--- src/shared/pll_ctrl_pkg.sv ---
// constants and types for the system pll control block
package pll_ctrl_pkg;
  // register offsets
  localparam logic [7:0] CTRL_OFS = 8'h0c;
  localparam logic [7:0] CFG0_OFS = 8'h10;
  // control register bit positions
  localparam int GATE_BIT  = 31;
  localparam int LOCK1_BIT = 5;
  localparam int LOCK0_BIT = 4;
  localparam int BYP1_BIT  = 3;
  localparam int BYP0_BIT  = 2;
  localparam int RST1_BIT  = 1;
  localparam int RST0_BIT  = 0;
  // stage 0 config field positions
  localparam int RANGE_LSB = 20;
  localparam int DIVQ_LSB  = 16;
  localparam int DIVR_LSB  = 8;
  localparam int DIVF_LSB  = 0;
  // reset values
  localparam logic       GATE_RST  = 1'b1;
  localparam logic       BYP_RST   = 1'b1;
  localparam logic       SRST_RST  = 1'b1;
  localparam logic [2:0] RANGE_RST = 3'h0;
  localparam logic [2:0] DIVQ_RST  = 3'h0;
  localparam logic [4:0] DIVR_RST  = 5'h00;
  localparam logic [7:0] DIVF_RST  = 8'h00;
  // filter range code meaning loop filter bypass
  localparam logic [2:0] RANGE_BYPASS = 3'h0;
  // gate state machine
  typedef enum logic {GATE_STOPPED, GATE_RUNNING} gate_state_e;
endpackage : pll_ctrl_pkg

--- src/shared/gate_if.sv ---
// carrier between the control block and its clock gate
`timescale 1ns/10ps
interface gate_if;
  logic clk_src;
  logic gate_req;
  logic clk_out;
  logic running;
  modport ctrl (output clk_src, output gate_req, input clk_out, input running);
  modport gate (input clk_src, input gate_req, output clk_out, output running);
endinterface : gate_if

--- src/verilog/glitch_free_gate.sv ---
// glitch-free gate for the clocks derived from the system pll
`timescale 1ns/10ps
module glitch_free_gate
  import pll_ctrl_pkg::*;
(
  input  wire logic clk_i,
  input  wire logic rst_n_i,
  gate_if.gate      gif
);
  gate_state_e state_reg, state_next;
  logic        out_reg, out_next;

  // state only moves while the source is low, so no pulse is ever cut short
  always_comb begin
    state_next = state_reg;
    // stop when low
    if (state_reg == GATE_RUNNING && gif.gate_req && !gif.clk_src) begin
      state_next = GATE_STOPPED;
    // start when low
    end else if (state_reg == GATE_STOPPED && !gif.gate_req && !gif.clk_src) begin
      state_next = GATE_RUNNING;
    end
    out_next = (state_next == GATE_RUNNING) ? gif.clk_src : 1'b0;
  end

  // register state and output
  always_ff @(posedge clk_i) begin
    if (!rst_n_i) begin
      state_reg <= GATE_STOPPED;
      out_reg   <= 1'b0;
    end else begin
      state_reg <= state_next;
      out_reg   <= out_next;
    end
  end

  assign gif.clk_out = out_reg;
  assign gif.running = (state_reg == GATE_RUNNING);
endmodule : glitch_free_gate

--- src/verilog/system_pll_control_config.sv ---
// control and configuration logic of the two-stage system clock pll
//
// Notes on behaviour
// gate bit set, its reset state, stops all derived clocks glitch-free
// clearing the gate bit restarts derived clocks with no runt pulse
// software clears the gate only once the pll is stable
// lock flags read on bits 5 and 4, reset to zero
// lock inputs are synchronised before entering the control register
// software uses lock flags only for test and status
// either bypass bit powers its stage down and routes input to output
// stage 1 bypass, reset state, makes final pair follow stage 0 node
// stage 0 bypass, reset state, makes stage 0 node follow the reference
// software sets both bypass bits for full reference pass-through
// stage 1 reset powers down stage 1 and holds final pair low
// stage 0 reset powers down stage 0 and holds its node low
// filter range code zero is bypass, 1..7 rising ranges, resets zero
// software picks the highest valid filter range
// output divider is two to the field; code seven not to be written
// software keeps stage 0 node within its frequency limits
// reference divider is field plus one, resets to zero
// feedback divider is field plus one, resets to zero
// software keeps raw and divided reference within 5 to 200 mhz
// software keeps the stage 0 oscillator within 350 to 700 mhz
// model gives oscillator and node frequency from the divider fields
//
// Added by the designer: strobed register access.
`timescale 1ns/10ps
module system_pll_control_config
  import pll_ctrl_pkg::*;
#(
  parameter int ADDR_W = 8,
  parameter int FREQ_W = 32
) (
  input  wire logic              clk_i,
  input  wire logic              rst_n_i,
  input  wire logic [ADDR_W-1:0] addr_i,
  input  wire logic [31:0]       wdata_i,
  input  wire logic              wr_i,
  input  wire logic              rd_i,
  output logic      [31:0]       rdata_o,
  input  wire logic              ref_clk_i,
  input  wire logic              core0_clk_i,
  input  wire logic              core1_clk_i,
  input  wire logic              lock0_async_i,
  input  wire logic              lock1_async_i,
  input  wire logic [FREQ_W-1:0] ref_freq_khz_i,
  output logic                   first_stage_powerdown_o,
  output logic                   second_stage_powerdown_o,
  output logic                   filter_bypass_o,
  output logic      [2:0]        first_stage_filter_range_o,
  output logic      [2:0]        first_stage_output_divider_o,
  output logic      [4:0]        first_stage_reference_divider_o,
  output logic      [7:0]        first_stage_feedback_divider_o,
  output logic                   first_stage_output_node_o,
  output logic                   final_pll_output_o,
  output logic                   final_pll_output_inverted_o,
  output logic                   derived_clk_o,
  output logic                   derived_clk_running_o,
  output logic      [FREQ_W-1:0] first_stage_oscillator_khz_o,
  output logic      [FREQ_W-1:0] first_stage_output_node_khz_o
);

  ////////////////////////////////////////////////////////////////////////
  // register file

  logic       gate_reg, gate_next;
  logic       byp1_reg, byp1_next;
  logic       byp0_reg, byp0_next;
  logic       rst1_reg, rst1_next;
  logic       rst0_reg, rst0_next;
  logic [2:0] range_reg, range_next;
  logic [2:0] divq_reg, divq_next;
  logic [4:0] divr_reg, divr_next;
  logic [7:0] divf_reg, divf_next;
  logic [31:0] rdata_reg, rdata_next;
  logic [1:0] lock_meta_reg;
  logic [1:0] lock_sync_reg;
  logic [1:0] lock_async;
  logic       sel_ctrl;
  logic       sel_cfg0;

  assign sel_ctrl   = (addr_i == ADDR_W'(CTRL_OFS));
  assign sel_cfg0   = (addr_i == ADDR_W'(CFG0_OFS));
  assign lock_async = {lock1_async_i, lock0_async_i};

  // register writes and read data; unmapped reads return zero
  always_comb begin
    gate_next  = gate_reg;
    byp1_next  = byp1_reg;
    byp0_next  = byp0_reg;
    rst1_next  = rst1_reg;
    rst0_next  = rst0_reg;
    range_next = range_reg;
    divq_next  = divq_reg;
    divr_next  = divr_reg;
    divf_next  = divf_reg;
    rdata_next = 32'h0000_0000;
    if (wr_i && sel_ctrl) begin
      gate_next = wdata_i[GATE_BIT];
      byp1_next = wdata_i[BYP1_BIT];
      byp0_next = wdata_i[BYP0_BIT];
      rst1_next = wdata_i[RST1_BIT];
      rst0_next = wdata_i[RST0_BIT];
    end else if (wr_i && sel_cfg0) begin
      range_next = wdata_i[RANGE_LSB +: 3];
      // code seven kept as written
      divq_next  = wdata_i[DIVQ_LSB +: 3];
      divr_next  = wdata_i[DIVR_LSB +: 5];
      divf_next  = wdata_i[DIVF_LSB +: 8];
    end
    if (rd_i && sel_ctrl) begin
      rdata_next[GATE_BIT]  = gate_reg;
      // lock flags readback
      rdata_next[LOCK1_BIT] = lock_sync_reg[1];
      rdata_next[LOCK0_BIT] = lock_sync_reg[0];
      rdata_next[BYP1_BIT]  = byp1_reg;
      rdata_next[BYP0_BIT]  = byp0_reg;
      rdata_next[RST1_BIT]  = rst1_reg;
      rdata_next[RST0_BIT]  = rst0_reg;
    end else if (rd_i && sel_cfg0) begin
      rdata_next[RANGE_LSB +: 3] = range_reg;
      rdata_next[DIVQ_LSB +: 3]  = divq_reg;
      rdata_next[DIVR_LSB +: 5]  = divr_reg;
      rdata_next[DIVF_LSB +: 8]  = divf_reg;
    end
  end

  // register the file; reset leaves both stages held and bypassed
  always_ff @(posedge clk_i) begin
    if (!rst_n_i) begin
      // gate set at reset
      gate_reg  <= GATE_RST;
      byp1_reg  <= BYP_RST;
      byp0_reg  <= BYP_RST;
      rst1_reg  <= SRST_RST;
      rst0_reg  <= SRST_RST;
      // range resets to bypass
      range_reg <= RANGE_RST;
      divq_reg  <= DIVQ_RST;
      // reference divider reset
      divr_reg  <= DIVR_RST;
      // feedback divider reset
      divf_reg  <= DIVF_RST;
      rdata_reg <= 32'h0000_0000;
    end else begin
      gate_reg  <= gate_next;
      byp1_reg  <= byp1_next;
      byp0_reg  <= byp0_next;
      rst1_reg  <= rst1_next;
      rst0_reg  <= rst0_next;
      range_reg <= range_next;
      divq_reg  <= divq_next;
      divr_reg  <= divr_next;
      divf_reg  <= divf_next;
      rdata_reg <= rdata_next;
    end
  end

  assign rdata_o = rdata_reg;

  ////////////////////////////////////////////////////////////////////////
  // lock synchronisers; first stage feeds only the second

  genvar gi;
  generate
    for (gi = 0; gi < 2; gi++) begin : g_lock_sync
      // two-flop lock sync
      always_ff @(posedge clk_i) begin
        if (!rst_n_i) begin
          lock_meta_reg[gi] <= 1'b0;
          lock_sync_reg[gi] <= 1'b0;
        end else begin
          lock_meta_reg[gi] <= lock_async[gi];
          lock_sync_reg[gi] <= lock_meta_reg[gi];
        end
      end
    end
  endgenerate

  ////////////////////////////////////////////////////////////////////////
  // stage control to the analog core

  // bypass powers stage down
  assign first_stage_powerdown_o  = rst0_reg | byp0_reg;
  assign second_stage_powerdown_o = rst1_reg | byp1_reg;
  // code zero is filter bypass
  assign filter_bypass_o                 = (range_reg == RANGE_BYPASS);
  assign first_stage_filter_range_o      = range_reg;
  assign first_stage_output_divider_o    = divq_reg;
  assign first_stage_reference_divider_o = divr_reg;
  assign first_stage_feedback_divider_o  = divf_reg;

  ////////////////////////////////////////////////////////////////////////
  // output clock path

  logic node_reg, node_next;
  logic final_reg, final_next;
  logic finalb_reg, finalb_next;

  // reset wins over bypass, bypass wins over the core output
  always_comb begin
    // stage 0 held low
    if (rst0_reg) begin
      node_next = 1'b0;
    // node follows reference
    end else if (byp0_reg) begin
      node_next = ref_clk_i;
    end else begin
      node_next = core0_clk_i;
    end
    // final pair held low
    if (rst1_reg) begin
      final_next  = 1'b0;
      finalb_next = 1'b0;
    // final follows stage 0 node
    end else if (byp1_reg) begin
      final_next  = node_reg;
      finalb_next = ~node_reg;
    end else begin
      final_next  = core1_clk_i;
      finalb_next = ~core1_clk_i;
    end
  end

  // register the clock path levels
  always_ff @(posedge clk_i) begin
    if (!rst_n_i) begin
      node_reg   <= 1'b0;
      final_reg  <= 1'b0;
      finalb_reg <= 1'b0;
    end else begin
      node_reg   <= node_next;
      final_reg  <= final_next;
      finalb_reg <= finalb_next;
    end
  end

  assign first_stage_output_node_o   = node_reg;
  assign final_pll_output_o          = final_reg;
  assign final_pll_output_inverted_o = finalb_reg;

  // derived clocks are gated from the final output
  gate_if gif ();
  assign gif.clk_src  = final_reg;
  assign gif.gate_req = gate_reg;

  glitch_free_gate u_gate (
    .clk_i   (clk_i),
    .rst_n_i (rst_n_i),
    .gif     (gif.gate)
  );

  assign derived_clk_o         = gif.clk_out;
  assign derived_clk_running_o = gif.running;

  ////////////////////////////////////////////////////////////////////////
  // stage 0 frequency model

  logic [FREQ_W-1:0] dref_khz;
  logic [FREQ_W-1:0] osc_khz;
  logic [FREQ_W-1:0] osc_reg, osc_next;
  logic [FREQ_W-1:0] nodef_reg, nodef_next;

  // divide by field plus one
  assign dref_khz = ref_freq_khz_i / FREQ_W'({1'b0, divr_reg} + 6'h01);
  // multiply by field plus one; wraps past the word width
  assign osc_khz  = FREQ_W'(dref_khz * FREQ_W'({1'b0, divf_reg} + 9'h001));

  // oscillator and node frequency
  always_comb begin
    osc_next = osc_khz;
    if (rst0_reg) begin
      nodef_next = '0;
    end else if (byp0_reg) begin
      nodef_next = ref_freq_khz_i;
    end else begin
      // divide by two to the field
      nodef_next = osc_khz >> divq_reg;
    end
  end

  // register the model words
  always_ff @(posedge clk_i) begin
    if (!rst_n_i) begin
      osc_reg   <= '0;
      nodef_reg <= '0;
    end else begin
      osc_reg   <= osc_next;
      nodef_reg <= nodef_next;
    end
  end

  assign first_stage_oscillator_khz_o  = osc_reg;
  assign first_stage_output_node_khz_o = nodef_reg;
endmodule : system_pll_control_config

--- config.mk ---
export PLATFORM = sky130hd
export DESIGN_NAME = system_pll_control_config
export DESIGN_NICKNAME = d
export VERILOG_FILES = /design/src/shared/pll_ctrl_pkg.sv /design/src/shared/gate_if.sv /design/src/verilog/glitch_free_gate.sv /design/src/verilog/system_pll_control_config.sv
export SDC_FILE = /design/constraint.sdc
export NUM_CORES = 1
export LEC_CHECK = 0
export BUFFER_PORTS_ARGS = -buffer_cell sky130_fd_sc_hd__buf_2
export CORE_MARGIN = 5
export CORE_UTILIZATION = 31
export DETAILED_ROUTE_END_ITERATION = 10
export PLACE_DENSITY_LB_ADDON = 0.1
export SYNTH_ARGS = -nofsm -noshare
export SYNTH_HDL_FRONTEND = slang
export SYNTH_SLANG_ARGS = --single-unit
--- constraint.sdc ---
create_clock -name clk_i -period 125 [get_ports clk_i]
set_clock_uncertainty 0.2 [all_clocks]
set_input_delay 25 -clock clk_i [delete_from_list [all_inputs] [get_ports clk_i]]
set_output_delay 25 -clock clk_i [all_outputs]
set_load 0.1 [all_outputs]
==> impl.org <==
** Outcome
- The run finished with clean final reports.

** Route
- After the first detailed-routing iteration, the DRC count stood at 1448.
- Via-per-instance ratio :: 5.35
- The detail route stage leaves a number of antenna-violating nets equal to 0.
- Wirelength, routed :: 102000 um
- Length of routed met3 wiring :: 2620 um
- Highest routed metal layer :: met4
- Detailed routing placed a total of 48100 um of wire on met2.
- Post-route DRC :: 0
- Via count :: 29178
- Routed length per instance :: 18.7 um
- Routed metal-1 wirelength :: 49900 um
- The first TritonRoute pass finished after 7 iterations.

** Critical path
- Req. time, crit path :: 125080 ps
- Critical path arrival :: 116760 ps
- Number of buffers and inverters on the critical path :: 27
- Worst-case reg-to-reg path depth :: 411
- The kind of cell with the highest combined delay along the critical path is compound AO/OA/AOI/OAI gates.
- Kind of start point of the critical path :: primary input
- Kind of end point of the critical path :: flop
- Among the stages of the critical path, the cell type that occurs most often is sky130_fd_sc_hd__o21a_1.
- Max FO, Critical Path :: 26
- R2R Setup Slk :: 32140 ps
- The slowest stage of the critical path is the sky130_fd_sc_hd__or4_1 cell.
- Setup CP Type :: primary input to flop
- In this design, the stage delay of the slowest critical-path cell is 700 ps.
- In this run the number of cells on the critical path is 410.

** Min path
- The min-delay analysis places its worst path in the category flop to flop.
- Number of cells traversed by the worst hold path :: 1

** Logic synthesis
- Yosys mapped the design onto 150 distinct sky130hd cell types.
- Post-synth top flop :: sky130_fd_sc_hd__dfxtp_1
- Number of flops mapped to enable cells by yosys :: 0
- In this run the mean area of a mapped cell was 7.53 um^2.
- Largest area contributor in the netlist :: sky130_fd_sc_hd__fa_1
- Portion of the post-synthesis area used by sequential elements :: 7.85%
- After synthesis, the largest area contributor takes up 12.0% of total cell area.
- Cell Area, Synth :: 29800 um^2
- Flip-flop and latch count after synthesis :: 117
- During synthesis, Yosys emitted a total of 0 warnings.
- Of all flip-flops after synthesis, the portion carrying an async set or reset was 0%.
- Main area contributors after synthesis :: sky130_fd_sc_hd__fa_1 (12%), sky130_fd_sc_hd__ha_1 (9.3%), sky130_fd_sc_hd__dfxtp_1 (7.8%)
- Post-synthesis cell count :: 3962

** Floorplanning
- Row cnt :: 113
- From bottom edge to top edge, the die measures 320 um.
- IO Pins :: 204
- Initial Utilization :: 31.3%
- Core Area :: 95300 um^2
- The die is 320 um wide.
- The floorplan step defined a die boundary enclosing 103000 um^2.

** STA
- The worst path in the final design needs a cycle of 116680 ps, including I/O delays and setup.
- Final number of max-transition violations :: 0
- Setup violations remaining at the end of the flow were counted as 0.
- The final hold violation count is 0.
- For this run, the top clock speed supported by timing is 0.00857 GHz.
- Setup repair after global routing left no endpoint under its margin.
- Final hold analysis gives a worst-case slack of 217 ps.
- For the pin with the worst max-slew slack, the measured transition is 1200 ps.
- Final cycle utilization of the critical path :: 93.3%
- Relative slew slack :: 20.0%
- For the final routed database, the setup TNS stands at 0 ps.

** Global route
- Global-route wire length before repair :: 162000 um
- Largest net degree at the start of global routing :: 86
- The number of global-route vias before repair was 28782.
- Global routing used 19.0% of the available tracks across all layers.
- The number of antenna violations at the first check in global routing came to 1.
- Remaining global-route overflow :: 0

** Cells and area
- Final cell count without fillers :: 5451
- Most common cell after layout, fill and taps aside :: sky130_fd_sc_hd__nor2_1
- After routing the design area is 33600 um^2.
- Number of filler instances in the final layout :: 10341
- The final layout contains 4653 nets.
- Most frequent cells in the layout :: sky130_fd_sc_hd__nor2_1 (447), sky130_fd_sc_hd__nand2_1 (396), sky130_fd_sc_hd__a21oi_1 (256), sky130_fd_sc_hd__ha_1 (221), sky130_fd_sc_hd__inv_1 (202)
- The area growth from synthesis to layout is 12.5%.
- In the final layout, the share of cells above drive strength 1 is 15.2%.

** CTS
- Clock Path Buffers :: 2
- Max H-tree Level :: 4
- TritonCTS buffer count :: 17
- Register clock-pin slew on the reported worst setup and hold paths :: 70 ps
- The clock drives 117 sinks.
- Count of hold buffers inserted by post-cts repair :: 0
- TritonCTS built the clock tree.
- At the later pin of the worst-skew pair, clock insertion delay measures 420 ps.
- Root cell of the clock tree :: sky130_fd_sc_hd__clkbuf_16

** Placement
- Number of cells in the design after placement :: 5409
- Half-perimeter wire length after placement :: 83900 um
- Post-Place Cell Area :: 32800 um^2
- Routability-driven placement finished with a final weighted congestion of 0.837.
- Buffers placed on the I/O ports in this run total 179.

** Job
- Max Cap Viol :: 0
[timing repair]
item | 4_1_cts | 5_1_grt
endpoints found under the hold margin | 0 | 0
resized for setup | 0 | 30
endpoints found under the setup margin | 0 | 59
setup buffers | 0 | 9
[metrics by stage]
stage | utilization (%) | setup WS, ps
2_1_floorplan | - | 16100
3_3_place_gp | 34.4 | 2950
3_5_place_dp | 34.4 | 3000
4_1_cts | 35.0 | 3050
5_1_grt | 35.2 | 59.0
6_report | 35.2 | 8320
[layer usage]
| layer | up-vias | track usage [%] |
|---|---|---|
| met1 | 14064 | 26.9 |
| met4 | 0 | 2.19 |
| met5 | - | 0 |
| li1 | 14656 | - |
| met2 | 394 | 33.2 |
| met3 | 64 | 1.11 |
[synth_stat cells, types with 34 or more instances]
master,count
sky130_fd_sc_hd__o211ai_1,34
sky130_fd_sc_hd__inv_1,202
sky130_fd_sc_hd__o31ai_1,57
sky130_fd_sc_hd__buf_4,51
sky130_fd_sc_hd__nand3_1,96
sky130_fd_sc_hd__nand4_1,40
sky130_fd_sc_hd__and2_1,80
sky130_fd_sc_hd__nand2b_1,54
sky130_fd_sc_hd__nor2_1,455
sky130_fd_sc_hd__o21ai_0,118
sky130_fd_sc_hd__fa_1,179
sky130_fd_sc_hd__dfxtp_1,117
sky130_fd_sc_hd__a31oi_1,40
sky130_fd_sc_hd__a211oi_1,35
sky130_fd_sc_hd__a21o_1,58
sky130_fd_sc_hd__a21oi_1,257
sky130_fd_sc_hd__nand2_1,403
sky130_fd_sc_hd__nor2b_1,55
sky130_fd_sc_hd__o21a_1,129
sky130_fd_sc_hd__ha_1,221
sky130_fd_sc_hd__and3_1,52
sky130_fd_sc_hd__xnor2_1,116
sky130_fd_sc_hd__mux2i_1,127
sky130_fd_sc_hd__nor3_1,161
sky130_fd_sc_hd__xor2_1,78
sky130_fd_sc_hd__clkbuf_1,106
[cells by family after synthesis]
logic type | after synthesis | share of synthesized area (%)
buffers and inverters | 393 | 6.15
other | 1 | 0.0126
flip-flops | 117 | 7.85
XOR/XNOR | 199 | 5.97
multiplexers | 171 | 6.07
AND/OR/NAND/NOR | 1644 | 27.9
AO/OA/AOI/OAI | 1034 | 24.7
adder cells (fa/ha/maj) | 403 | 21.4
[worst reg2reg max path: cells and delay by family, from the launching register on]
family	cells	cell delay, ps
AOI/OAI and AO/OA	211	45550
and+or+nand+nor	131	29880
adders and majority gates	36	11300
buffers and inverters	27	3840
muxes	5	1240
DFF	1	330
xor gates and xnor gates	1	240
[final timing paths]
| path | from | end |
|---|---|---|
| setup / recovery | ref_freq_khz_i[31] | first_stage_output_node_khz_o[24] |
| hold / removal | lock_meta_reg[0] | lock_sync_reg[0] |
| setup reg to reg | first_stage_reference_divider_o[0] | first_stage_output_node_khz_o[24] |
| hold reg to reg | lock_meta_reg[0] | lock_sync_reg[0] |
[area by class of cell]
class	instances	area [um^2]	share of cell area (%)
multi-input cells	3463	25900	77.2
flip-flops and latches	117	2350	6.99
repair buffers	371	2340	6.96
well taps	1265	1580	4.71
inverters	202	758	2.26
clock buffers	18	429	1.28
clock inverters	14	200	0.596
diodes	1	2.50	0.00745
Power is not shown: default switching activity piles up to over one toggle a cycle in this logic, so the estimate is an artifact.
